===== config.mk =====
export PLATFORM = sky130hd
export DESIGN_NAME = cascade_timer
export DESIGN_NICKNAME = d
export VERILOG_FILES = /design/src/hdl/tmr_pkg.sv /design/src/hdl/cascade_timer.sv
export SDC_FILE = /design/constraint.sdc
export NUM_CORES = 1
export LEC_CHECK = 0
export ABC_AREA = 1
export ABC_CLOCK_PERIOD_IN_PS = 1800
export BUFFER_PORTS_ARGS = -buffer_cell sky130_fd_sc_hd__buf_4
export CORE_MARGIN = 2
export CORE_UTILIZATION = 48
export DETAILED_ROUTE_END_ITERATION = 12
export PLACE_DENSITY = 0.71
export SLEW_MARGIN = 10
export SYNTH_ARGS = -nofsm -noshare
export SYNTH_HDL_FRONTEND = slang
export SYNTH_SLANG_ARGS = --single-unit

===== constraint.sdc =====
create_clock -name SYS_CLK -period 1.8 [get_ports SYS_CLK]
set_input_delay 0.18 -clock SYS_CLK [delete_from_list [all_inputs] [get_ports SYS_CLK]]
set_output_delay 0.18 -clock SYS_CLK [all_outputs]
set_load 0.05 [all_outputs]

===== src/hdl/tmr_pkg.sv =====
/*
  constants, register map and carrier types of the cascaded timer and
  watchdog block. assumes a 32-bit ahb-lite register bus.
*/
package tmr_pkg;
  // ----------------------------------------
  // register map
  // ----------------------------------------
  localparam logic [7:0] OFS_CONFIG = 8'h00;
  localparam logic [7:0] OFS_MODE = 8'h04;
  localparam logic [7:0] OFS_CTRL = 8'h08;
  localparam logic [7:0] OFS_CNT0 = 8'h0c;
  localparam logic [7:0] OFS_CNT1 = 8'h10;
  localparam logic [7:0] OFS_STATUS = 8'h14;
  localparam logic [7:0] OFS_CLEAR = 8'h18;
  localparam logic [7:0] OFS_ENABLE = 8'h1c;
  localparam logic [7:0] CONFIG_RST = 8'h00;
  localparam logic [7:0] MODE_RST = 8'h00;
  localparam logic [2:0] CTRL_RST = 3'h0;
  localparam logic [15:0] CNT_RST = 16'h0000;
  localparam logic [2:0] STAT_RST = 3'h0;
  localparam int CTRL_RUN0 = 0;
  localparam int CTRL_RUN1 = 1;
  localparam int CTRL_PD = 2;
  localparam int STAT_TF0 = 0;
  localparam int STAT_TF1 = 1;
  localparam int STAT_WDR = 2;
  // ----------------------------------------
  // machine cycle timing
  // ----------------------------------------
  localparam int OSC_PER_MC = 12;
  localparam logic [3:0] PH_STATE3_PHASE1 = 4'h4;
  localparam logic [3:0] PH_STATE5_PHASE1 = 4'h8;
  localparam logic [3:0] PH_STATE5_PHASE2 = 4'h9;
  localparam logic [3:0] PH_LAST = 4'hb;
  localparam int WD_RST_MCS = 5;
  localparam int WD_RST_CLKS = WD_RST_MCS * OSC_PER_MC;
  // ----------------------------------------
  // types
  // ----------------------------------------
  typedef struct packed {
    logic watchdog_enable;
    logic cascade_enable;
    logic serial_error_flag;
    logic input_impedance_select;
    logic port3_float;
    logic port2_float;
    logic port1_float;
    logic float_all_in_powerdown;
  } io_cfg_type;
  typedef struct packed {
    logic gate1;
    logic ct1;
    logic [1:0] mode1;
    logic gate0;
    logic ct0;
    logic [1:0] mode0;
  } tmode_type;
  typedef struct packed {
    logic valid;
    logic write;
    logic [7:0] addr;
  } ahb_req_type;
  typedef enum logic [1:0] {
    WD_IDLE = 2'b00,
    WD_WAIT = 2'b01,
    WD_HOLD = 2'b10
  } wd_state_type;
endpackage : tmr_pkg


===== src/hdl/cascade_timer.sv =====
/*
  cascaded timer/counter pair with watchdog reset and ahb-lite registers.
  assumes SYS_CLK is the oscillator; twelve clocks form a machine cycle.
*/
// Our own choices: the AHB-Lite interface to the registers and the placing of the registers.
// Function
// - cascade enable joins both timers; counter select picks timer or count
// - watchdog enable turns the timer 1 overflow into a watchdog source
// - timer 0 is the low half, timer 1 the high half
// - cascade enable set runs the 32-bit count, cleared stops it
// - without cascade each timer follows its mode and run bit, except timer 1 ignores its run bit while timer 0 is in mode 3
// - 32-bit timer increments once per machine cycle at state3_phase1
// - cascade carry sets no timer 0 flag; 32-bit wrap sets flag
// - count input sampled once per machine cycle at state5_phase2
// - count increments after a high sample then a later low sample
// - any overflow reaching the timer 1 flag serves as watchdog
// - watchdog counts machine cycles or count input per counter select, except the timer 0 high byte in mode 3 counts machine cycles only
// - watchdog reset starts next machine cycle, lasts five cycles
// - watchdog reset clears configuration, mode and timer registers
// - power-down stops machine cycle counting, input counting goes on
// - power-down overflows still raise flags or watchdog reset
`timescale 1ns/100ps
`default_nettype none
module cascade_timer (
  input wire logic SYS_CLK,
  input wire logic RST_N,
  input wire logic HSEL,
  input wire logic [31:0] HADDR,
  input wire logic [1:0] HTRANS,
  input wire logic HWRITE,
  input wire logic [2:0] HSIZE,
  input wire logic [31:0] HWDATA,
  input wire logic HREADY,
  output logic [31:0] HRDATA,
  output logic HREADYOUT,
  output logic HRESP,
  input wire logic EXT_COUNT_IN0,
  input wire logic EXT_COUNT_IN1,
  output logic CPU_RST,
  output logic IRQ
);
  localparam int HOLD_W = $clog2(tmr_pkg::WD_RST_CLKS);
  localparam logic [HOLD_W-1:0] HOLD_END = HOLD_W'(tmr_pkg::WD_RST_CLKS - 1);

  tmr_pkg::io_cfg_type cfg_r, cfg_nxt;
  tmr_pkg::tmode_type mode_r, mode_nxt;
  tmr_pkg::ahb_req_type areq_r, areq_nxt;
  tmr_pkg::wd_state_type wd_state_r, wd_nxt;
  logic [2:0] ctrl_r, ctrl_nxt, stat_r, stat_nxt, en_r, en_nxt;
  logic [15:0] cnt0_r, cnt0_nxt, cnt1_r, cnt1_nxt, c0_nxt, c1_nxt;
  logic [1:0] pend_r, pend_nxt;
  logic [3:0] ph_r, ph_nxt;
  logic [HOLD_W-1:0] hold_r, hold_nxt;
  logic [31:0] hrdata_r, rdata_mux;
  logic rd_wait_r, rst_r;
  logic [1:0] sy1_r, sy2_r, smp_r, edge_w;
  logic ov0, ov1;
  logic [16:0] st0, st1;
  logic [32:0] sum32;

  // ----------------------------------------
  // machine cycle phases
  // ----------------------------------------
  wire ph_last = ph_r == tmr_pkg::PH_LAST;
  wire state3_phase1 = ph_r == tmr_pkg::PH_STATE3_PHASE1;
  wire state5_phase1 = ph_r == tmr_pkg::PH_STATE5_PHASE1;
  wire state5_phase2 = ph_r == tmr_pkg::PH_STATE5_PHASE2;
  wire pd = ctrl_r[tmr_pkg::CTRL_PD];
  wire mc_tick = state3_phase1 & ~pd;
  assign ph_nxt = ph_last ? 4'h0 : ph_r + 4'h1;

  // ----------------------------------------
  // count input sampling
  // ----------------------------------------
  wire [1:0] ext_in = {EXT_COUNT_IN1, EXT_COUNT_IN0};
  genvar gi;
  generate
    for (gi = 0; gi < 2; gi++) begin : g_in
      always_ff @(posedge SYS_CLK or negedge RST_N) begin
        if (!RST_N) begin
          sy1_r[gi] <= 1'b0;
          sy2_r[gi] <= 1'b0;
          smp_r[gi] <= 1'b0;
        end else begin
          sy1_r[gi] <= ext_in[gi];
          sy2_r[gi] <= sy1_r[gi];
          if (state5_phase2) begin
            smp_r[gi] <= sy2_r[gi];
          end
        end
      end
      assign edge_w[gi] = state5_phase2 & smp_r[gi] & ~sy2_r[gi];
    end
  endgenerate

  // ----------------------------------------
  // increment sources
  // ----------------------------------------
  wire casc = cfg_r.cascade_enable;
  wire run0 = ctrl_r[tmr_pkg::CTRL_RUN0];
  wire run1 = ctrl_r[tmr_pkg::CTRL_RUN1];
  wire split0 = mode_r.mode0 == 2'd3;
  wire src0 = mode_r.ct0 ? edge_w[0] : mc_tick;
  wire src1 = mode_r.ct1 ? edge_w[1] : mc_tick;
  wire casc_inc = casc & src0;
  wire inc0 = ~casc & run0 & src0;
  wire th0_inc = ~casc & split0 & run1 & mc_tick;
  wire run1_eff = split0 ? 1'b1 : run1;
  wire inc1 = ~casc & run1_eff & src1 & (mode_r.mode1 != 2'd3);

  function automatic logic [16:0] step16(input logic [15:0] v,
                                         input logic [1:0] m);
    logic [12:0] t13;
    logic [7:0] tl;
    t13 = {v[15:8], v[4:0]} + 13'd1;
    tl = v[7:0] + 8'h01;
    case (m)
      2'd0: step16 = {&{v[15:8], v[4:0]}, t13[12:5], v[7:5], t13[4:0]};
      2'd1: step16 = {&v, v + 16'h0001};
      2'd2: step16 = {&v[7:0], v[15:8], (&v[7:0]) ? v[15:8] : tl};
      default: step16 = {1'b0, v};
    endcase
  endfunction : step16

  // ----------------------------------------
  // counting
  // ----------------------------------------
  assign st0 = step16(cnt0_r, mode_r.mode0);
  assign st1 = step16(cnt1_r, mode_r.mode1);
  assign sum32 = {1'b0, cnt1_r, cnt0_r} + 33'd1;

  always_comb begin
    c0_nxt = cnt0_r;
    c1_nxt = cnt1_r;
    ov0 = 1'b0;
    ov1 = 1'b0;
    if (casc_inc) begin
      {ov1, c1_nxt, c0_nxt} = sum32;
    end
    if (inc0 && split0) begin
      c0_nxt[7:0] = cnt0_r[7:0] + 8'h01;
      ov0 = &cnt0_r[7:0];
    end else if (inc0) begin
      {ov0, c0_nxt} = st0;
    end
    if (th0_inc) begin
      c0_nxt[15:8] = cnt0_r[15:8] + 8'h01;
      ov1 = &cnt0_r[15:8];
    end
    if (inc1) begin
      c1_nxt = st1[15:0];
      ov1 = ov1 | st1[16];
    end
  end

  // ----------------------------------------
  // overflow flags and watchdog
  // ----------------------------------------
  wire soft_clr = wd_state_r == tmr_pkg::WD_HOLD;
  wire [1:0] tf_set = {2{state5_phase1}} & pend_r;
  wire wd_fire = tf_set[1] & cfg_r.watchdog_enable;
  wire wd_start = (wd_state_r == tmr_pkg::WD_WAIT) & ph_last;
  assign pend_nxt = soft_clr ? 2'b00 :
                    ((pend_r & ~{2{state5_phase1}}) | {ov1, ov0});
  assign hold_nxt = soft_clr ? hold_r + 1'b1 : '0;

  always_comb begin
    case (wd_state_r)
      tmr_pkg::WD_IDLE: wd_nxt = wd_fire ? tmr_pkg::WD_WAIT
                                         : tmr_pkg::WD_IDLE;
      tmr_pkg::WD_WAIT: wd_nxt = ph_last ? tmr_pkg::WD_HOLD
                                         : tmr_pkg::WD_WAIT;
      tmr_pkg::WD_HOLD: wd_nxt = (hold_r == HOLD_END) ? tmr_pkg::WD_IDLE
                                                      : tmr_pkg::WD_HOLD;
      default: wd_nxt = tmr_pkg::WD_IDLE;
    endcase
  end

  // ----------------------------------------
  // ahb-lite slave
  // ----------------------------------------
  wire take = HSEL & HTRANS[1] & HREADY;
  assign areq_nxt = take ? {1'b1, HWRITE, HADDR[7:0]} : '0;
  wire wr_en = areq_r.valid & areq_r.write;
  wire rd_en = areq_r.valid & ~areq_r.write;
  wire wsel_cfg = wr_en & (areq_r.addr == tmr_pkg::OFS_CONFIG);
  wire wsel_mode = wr_en & (areq_r.addr == tmr_pkg::OFS_MODE);
  wire wsel_ctrl = wr_en & (areq_r.addr == tmr_pkg::OFS_CTRL);
  wire wsel_cnt0 = wr_en & (areq_r.addr == tmr_pkg::OFS_CNT0);
  wire wsel_cnt1 = wr_en & (areq_r.addr == tmr_pkg::OFS_CNT1);
  wire wsel_clr = wr_en & (areq_r.addr == tmr_pkg::OFS_CLEAR);
  wire wsel_en = wr_en & (areq_r.addr == tmr_pkg::OFS_ENABLE);
  wire [2:0] clr_bits = wsel_clr ? HWDATA[2:0] : 3'h0;
  wire [2:0] set_bits = {wd_start, tf_set};

  assign cfg_nxt = soft_clr ? tmr_pkg::io_cfg_type'(tmr_pkg::CONFIG_RST) :
                   wsel_cfg ? tmr_pkg::io_cfg_type'(HWDATA[7:0]) :
                   cfg_r;
  assign mode_nxt = soft_clr ? tmr_pkg::tmode_type'(tmr_pkg::MODE_RST) :
                    wsel_mode ? tmr_pkg::tmode_type'(HWDATA[7:0]) :
                    mode_r;
  assign ctrl_nxt = soft_clr ? tmr_pkg::CTRL_RST :
                    wsel_ctrl ? HWDATA[2:0] : ctrl_r;
  assign cnt0_nxt = soft_clr ? tmr_pkg::CNT_RST :
                    wsel_cnt0 ? HWDATA[15:0] : c0_nxt;
  assign cnt1_nxt = soft_clr ? tmr_pkg::CNT_RST :
                    wsel_cnt1 ? HWDATA[15:0] : c1_nxt;
  assign stat_nxt = (stat_r & ~clr_bits & ~{1'b0, {2{soft_clr}}}) |
                    set_bits;
  assign en_nxt = wsel_en ? HWDATA[2:0] : en_r;

  wire [7:0] ra = areq_r.addr;
  assign rdata_mux =
    (ra == tmr_pkg::OFS_CONFIG) ? {24'h0, cfg_r} :
    (ra == tmr_pkg::OFS_MODE) ? {24'h0, mode_r} :
    (ra == tmr_pkg::OFS_CTRL) ? {29'h0, ctrl_r} :
    (ra == tmr_pkg::OFS_CNT0) ? {16'h0, cnt0_r} :
    (ra == tmr_pkg::OFS_CNT1) ? {16'h0, cnt1_r} :
    (ra == tmr_pkg::OFS_STATUS) ? {29'h0, stat_r} :
    (ra == tmr_pkg::OFS_ENABLE) ? {29'h0, en_r} : 32'h0;

  // ----------------------------------------
  // registers
  // ----------------------------------------
  always_ff @(posedge SYS_CLK or negedge RST_N) begin
    if (!RST_N) begin
      cfg_r <= tmr_pkg::io_cfg_type'(tmr_pkg::CONFIG_RST);
      mode_r <= tmr_pkg::tmode_type'(tmr_pkg::MODE_RST);
      ctrl_r <= tmr_pkg::CTRL_RST;
      cnt0_r <= tmr_pkg::CNT_RST;
      cnt1_r <= tmr_pkg::CNT_RST;
      stat_r <= tmr_pkg::STAT_RST;
      en_r <= tmr_pkg::STAT_RST;
      pend_r <= 2'b00;
      ph_r <= 4'h0;
    end else begin
      cfg_r <= cfg_nxt;
      mode_r <= mode_nxt;
      ctrl_r <= ctrl_nxt;
      cnt0_r <= cnt0_nxt;
      cnt1_r <= cnt1_nxt;
      stat_r <= stat_nxt;
      en_r <= en_nxt;
      pend_r <= pend_nxt;
      ph_r <= ph_nxt;
    end
  end

  always_ff @(posedge SYS_CLK or negedge RST_N) begin
    if (!RST_N) begin
      wd_state_r <= tmr_pkg::WD_IDLE;
      hold_r <= '0;
      rst_r <= 1'b0;
      areq_r <= '0;
      rd_wait_r <= 1'b0;
      hrdata_r <= 32'h0;
    end else begin
      wd_state_r <= wd_nxt;
      hold_r <= hold_nxt;
      rst_r <= wd_nxt == tmr_pkg::WD_HOLD;
      areq_r <= areq_nxt;
      rd_wait_r <= take & ~HWRITE;
      if (rd_en) begin
        hrdata_r <= rdata_mux;
      end
    end
  end

  assign HRDATA = hrdata_r;
  assign HREADYOUT = ~rd_wait_r;
  assign HRESP = 1'b0;
  assign CPU_RST = rst_r;
  assign IRQ = |(stat_r & en_r);
endmodule : cascade_timer
`default_nettype wire


## Yosys cells after proc, flatten, opt, wreduce, memory -nomap -nowiden

Index checks and enable logic that the tools add are counted.

- Output and inout bits: 36
- Word-level logic and storage cells: 195
- Flip-flop bits (word level): 121
- Bits of input ports: 76

- Bitwise gates (word level): 46
- Add/sub/neg operators: 10
- Reduce and logical (&&, ||, !) cells: 24
- Mux-type cells: 45
- Eq/ne operators: 31

Operator list:

| operator | number |
|---|---|
| 16-bit 2-to-1 mux | 13 |
| 17-bit one-hot mux with 3 select lines | 2 |
| 8-bit 2-to-1 mux | 9 |
| 32-bit by 1-bit adder with 33-bit output (second input constant) | 1 |
| 16-bit by 1-bit adder with 16-bit output (second input constant) | 2 |
| 8-bit by 5-bit equality test with 1-bit output (second input constant) | 4 |
| 16-bit AND reduction | 2 |
| 1-bit AND | 28 |
| 13-bit by 1-bit adder with 13-bit output (second input constant) | 2 |
| 13-bit AND reduction | 2 |
| 8-bit by 1-bit adder with 8-bit output (second input constant) | 3 |
| 8-bit AND reduction | 3 |
| 8-bit by 4-bit equality test with 1-bit output (second input constant) | 2 |
| 3-bit 2-to-1 mux | 5 |
| 7-bit by 1-bit != test with 1-bit output (second input constant) | 2 |
| 4-bit equality test (second input constant) | 3 |
| 6-bit by 1-bit != test with 1-bit output (second input constant) | 2 |
| 2-bit equality test (second input constant) | 5 |
| 10-bit 2-to-1 mux | 1 |
| 5-bit by 1-bit != test with 1-bit output (second input constant) | 2 |
| 3-bit AND | 3 |
| 1-bit 2-to-1 mux | 9 |
| 3-bit AND reduction | 3 |
| 8-bit by 3-bit equality test with 1-bit output (second input constant) | 1 |
| other kinds (29) | 47 |

## Longest topological paths before layout

- Depth after elaboration: 11
- Mapped depth: 15
- Depth with buffers taken out: 14

## Worst setup path after synthesis

No wires, ideal clock.

- Path type: reg2reg
- Start: register cnt0_r[8]
- End: register cnt1_r[4]
- Data arrival time: 1633 ps
- Buffers on the path: 0
- Period minus slack after synthesis: 1749 ps
- Setup time: 116 ps
- Slack: 51 ps
- Cell stages (with the launch flop): 13
- Required time: 1684 ps
- Path through: dfrtp_1 > ha_1 > nand2_1 > nor2_1 > nand3_1 > nor2_1 > nand2_1 > xor2_1 > nand2_1 > nand2_1 > nand2_1 > nand2_1 > nand2_1

- Word-level cells in the longest chain between the ends: 5

Ends and longest elaborated chain:

| element | RTL line | source |
|---|---|---|
| from (decl) | cascade_timer.sv:50 | `logic [15:0] cnt0_r, cnt0_nxt, cnt1_r, cnt1_nxt, c0_nxt, c1_nxt;` |
| from (signal assigned) | cascade_timer.sv:230 | `cnt0_r <= tmr_pkg::CNT_RST;` |
| from (signal assigned) | cascade_timer.sv:240 | `cnt0_r <= cnt0_nxt;` |
| 32-bit by 1-bit adder with 33-bit output | cascade_timer.sv:130 | `assign sum32 = {1'b0, cnt1_r, cnt0_r} + 33'd1;` |
| 16-bit 2-to-1 mux | cascade_timer.sv:137 | `if (casc_inc) begin` |
| 16-bit 2-to-1 mux | cascade_timer.sv:150 | `if (inc1) begin` |
| 16-bit 2-to-1 mux | cascade_timer.sv:207 | `wsel_cnt1 ? HWDATA[15:0] : c1_nxt;` |
| 16-bit 2-to-1 mux | cascade_timer.sv:206 | `assign cnt1_nxt = soft_clr ? tmr_pkg::CNT_RST :` |
| to (signal assigned) | cascade_timer.sv:231 | `cnt1_r <= tmr_pkg::CNT_RST;` |
| to (signal assigned) | cascade_timer.sv:241 | `cnt1_r <= cnt1_nxt;` |
| to (decl) | cascade_timer.sv:50 |  |

No other way between the ends. The select of a mux whose other input is x is not followed.
A chain may end at the register's enable or synchronous reset.

## Worst setup path after layout

- Start: register ph_r[0]
- End: register cnt1_r[12]

- Word-level cells in the longest chain between the ends: 9
- Elaborated cells between the ends (all ways): 19
- Classes of those cells: 4 x eq/ne; 5 x mux; 8 x bitwise; 2 x reduce/logical

Ends and longest elaborated chain:

| element | RTL line | source |
|---|---|---|
| from (decl) | cascade_timer.sv:52 | `logic [3:0] ph_r, ph_nxt;` |
| from (signal assigned) | cascade_timer.sv:245 | `ph_r <= ph_nxt;` |
| 4-bit equality test | cascade_timer.sv:67 | `wire state5_phase2 = ph_r == tmr_pkg::PH_STATE5_PHASE2;` |
| 1-bit AND (2 in a row) | cascade_timer.sv:92 | `assign edge_w[gi] = state5_phase2 & smp_r[gi] & ~sy2_r[gi];` |
| 1-bit 2-to-1 mux | cascade_timer.sv:104 | `wire src1 = mode_r.ct1 ? edge_w[1] : mc_tick;` |
| 1-bit AND (2 in a row) | cascade_timer.sv:109 | `wire inc1 = ~casc & run1_eff & src1 & (mode_r.mode1 != 2'd3);` |
| 16-bit 2-to-1 mux | cascade_timer.sv:150 |  |
| 16-bit 2-to-1 mux | cascade_timer.sv:207 |  |
| 16-bit 2-to-1 mux | cascade_timer.sv:206 |  |

Parallel ways exist; a longest one is shown, timed or not.

==> flow_summary_export.csv <==
group,metric,value,unit
run_status,run_status,"finished, violations left",
run_status,violations,"negative setup slack",
drt,wl_per_cell,16.7,um
yosys,syn_area,0.00804,sq mm
worst_setup_path,end_kind,"register",
layout,fillers,1456,
placed_design,gp_congestion,0.972,
timing,max_freq,0.518,GHz
timing,holdWs,21.2,ps
timing,grt_setup_unrepaired,"yes",
worst_setup_path,r2r_slack,-130,ps
grt,track_usage,31.3,%
drt,num_vias,9055,
grt,grt-ovfl-total,0,
grt,first_global_vias,8477,
clocking,cts_tree,"yes",
worst_setup_path,crit_type,"reg2reg",
drt,ant_nets,0,
timing,slew-limit-headroom,56.3,%
run,drv_cap,0,
floorplan,ioPinCount,112,
worst_setup_path,crit_top_cell,"nand3_4",
yosys,synth_cell_types,45,
timing,setup_viol,31,
placed_design,io_buffers,50,
yosys,yosysSeqAreaShare,32.7,%
timing,worstMarginPinSlew,656,ps
yosys,synth-warning-count,0,
worst_setup_path,crit_required,2110,ps
floorplan,fp.dieH,133,um
timing,finalCriticalPeriod,1930,ps
layout,final_cells,1676,
floorplan,fp.dieArea,0.0178,sq mm
timing,clock_skew,11.2,ps
worst_setup_path,worstPathMaxFanout,8,
worst_setup_path,crit_path_max_incr_delay,440,ps
clocking,clock_sinks,105,
yosys,avgSynthCellArea,6.57,sq um
layout,diodes,0,
yosys,ys_ff_latch,105,
clocking,htreeDepth,3,
drt,drtPass1Iterations,5,
drt,drtIter0Drc,797,
floorplan,start_util,48.8,%
worst_setup_path,cp_data_arrival_time,2240,ps
drt,vias_per_cell,5.40,
timing,finalMaxSlewViolations,0,
power_and_ir_drop,peakVddDrop,630,uV
drt,drc,0,
timing,final_hold_viol_count,0,
grt,grt_max_degree,38,
clocking,clkTransAtPathRegs,80,ps
floorplan,core_region_area,0.0165,sq mm
placed_design,dp_cells,1636,
layout,drive_gt1_share,28.6,%
floorplan,die_x,133,um
power_and_ir_drop,leakage,0.00549,uW
power_and_ir_drop,pwr_density_cell,1150,mW/mm^2
grt,grt_pass1_wl,43.4,mm
worst_setup_path,cp-start-kind,"register",
worst_setup_path,worst-path-buf-inv,3,
drt,wl,28.0,mm
yosys,synthCells,1224,
worst_setup_path,worst_path_max_delay_cell,"dfrtp_1",
placed_design,place.detailed.hpwl,21.6,mm
placed_design,pre_cts_slack,-130,ps
clocking,cts_inserted_buffers,9,
floorplan,rows,47,
worst_setup_path,cp_top_family,"simple AND/OR/NAND/NOR gates",
timing,fin_crit_sh,107,%
layout,fin_nets,1539,
worst_setup_path,crit_chain,"inv_2 > ha_4 > nand2_4 > inv_4 > nand2_2 > nand2_2 > nand3_4 > buf_12 > nand3_4 > nand3_4 > nor2_4 > nand2_1 > nand2_1",
clocking,cts_buffer_depth,2,
grt,grt_antenna_before_repair,0,
clocking,clock_latency,370,ps
clocking,cts_root_buffer,"clkbuf_16",
min_path,min_path_type,"in2reg",
layout,syn_to_final_growth,34.3,%
timing,setup_ws,-131,ps
-- area by class of cell --
cell class                      instances  area [sq um]  area share [%]
Clock inverter                          6          65.1           0.602
Inverter                              130           515            4.77
Clock buffer                           10           229            2.12
Tap cell                              220           275            2.55
Multi-Input combinational cell        949          4970            46.0
Sequential cell                       105          2630            24.4
Timing Repair Buffer                  256          2110            19.6
-- power breakdown --
part	total (uW)	internal (uW)	switching, uW
Combinational	6720	2660	4060
Sequential	3670	2990	684
Clock	2010	985	1030
-- what timing repair did --
action,CTS,global route
cloned,1,0
setup buffers,5,14
pin swaps,8,29
hold buffers,4,0
endpoints found under the hold margin,37,0
resized for setup,28,97
setup endpoints to repair,41,42
-- cells in the final DEF, fill, tap and decap left out, types with 3 or more instances in the layout --
cell,netlist,layout
a21oi_1,40,36
a21oi_2,1,4
a21oi_4,2,3
a31oi_1,3,3
buf_12,0,10
buf_4,24,227
buf_6,3,15
clkbuf_16,0,9
conb_1,1,17
dfrtp_1,105,102
dfrtp_2,0,3
dlygate4sd3_1,0,4
ha_1,12,7
ha_4,0,3
inv_1,119,113
inv_2,9,10
inv_4,0,4
nand2_1,396,384
nand2_2,10,18
nand2_4,9,10
nand2_8,0,3
nand3_1,124,118
nand3_2,4,7
nand3_4,4,7
nand4_1,11,11
nor2_1,128,112
nor2_2,12,19
nor2_4,14,23
nor3_1,17,12
nor3_2,6,11
o2111ai_1,3,3
o21ai_0,78,62
o21ai_1,17,30
o21ai_2,9,12
o21ai_4,2,3
o31ai_1,7,7
xor2_1,7,7
-- per-stage QoR --
stage	cell area, sq um	setup TNS (ps)	util (%)	total power (uW)
after floorplan	8100	0	-	7200
after global routing	10800	-6100	65.6	13200
after detailed placement	9890	-2700	60.1	9810
after global placement	9890	-1120	60.1	9730
final	10800	-2820	65.6	12400
after CTS	10300	-1390	62.8	12000
-- routing by layer --
| metal | track usage [%] | routed length [um] | vias to the layer above |
|---|---|---|---|
| li1 | - | - | 4347 |
| met1 | 39.4 | 11400 | 4234 |
| met2 | 52.5 | 13400 | 379 |
| met3 | 4.83 | 1760 | 95 |
| met4 | 15.5 | 1400 | 0 |
| met5 | 0 | 0 | - |
-- worst paths after layout --
kind / startpoint / end / cells after the start
worst max-delay path: ph_r[0] / cnt1_r[12] / 13
worst min-delay path: HADDR[5] / ra[5] / 3
worst max register to register: ph_r[0] / cnt1_r[12] / 13
worst min register to register: sy1_r[0] / sy2_r[0] / 0
max in group asynchronous: RST_N / cnt0_r[10] / 3
min in group asynchronous: RST_N / HRDATA[2] / 2
-- worst reg2reg max path: stages (launching register included) --
cell and delay [ps]:
dfrtp_1 440, inv_2 110, ha_4 140, nand2_4 50
inv_4 70, nand2_2 50, nand2_2 90, nand3_4 150
buf_12 170, nand3_4 120, nand3_4 200, nor2_4 170
nand2_1 60, nand2_1 50
-- cell usage after synthesis, drive strengths merged --
cell type | n | area (sq um)
nand2 | 415 | 1650
nor2 | 154 | 713
nand3 | 132 | 731
inv | 128 | 480
o21ai | 106 | 587
dfrtp | 105 | 2630
a21oi | 43 | 241
buf | 43 | 294
nor3 | 23 | 145
clkbuf | 14 | 57.6
ha | 12 | 150
nand4 | 11 | 68.8
o31ai | 7 | 52.6
xor2 | 7 | 61.3
a31oi | 3 | 18.8
nor4 | 3 | 33.8
o2111ai | 3 | 26.3
o22ai | 3 | 18.8
clkinv | 2 | 13.8
o211ai | 2 | 15.0
xnor2 | 2 | 17.5
a22oi | 1 | 7.51
and2 | 1 | 6.26
conb | 1 | 3.75
nand3b | 1 | 7.51
o21bai | 1 | 7.51
or2 | 1 | 6.26
-- logic make-up after synthesis --
family / count (synthesis) / synth area share (%)
AOI/OAI and AO/OA: 169 / 12.1
buffers and inverters: 187 / 10.5
xor gates and xnor gates: 9 / 0.980
adders and majority gates: 12 / 1.87
other: 1 / 0.0466
DFF: 105 / 32.7
and+or+nand+nor: 741 / 41.8
-- registers in the layout (all words and copies together), names as in the netlist --
register,cells
sy1_r,2
en_r,3
ra,8
stat_r,3
cfg_r,7
areq_r,2
smp_r,2
cnt0_r,16
CPU_RST,1
casc,1
HRDATA,16
ph_r,4
mode_r,8
hold_r,6
cnt1_r,16
rd_wait_r,1
wd_state_r,2
pend_r,2
ctrl_r,3
sy2_r,2
No activity file was read; power rests on OpenSTA's default activity.
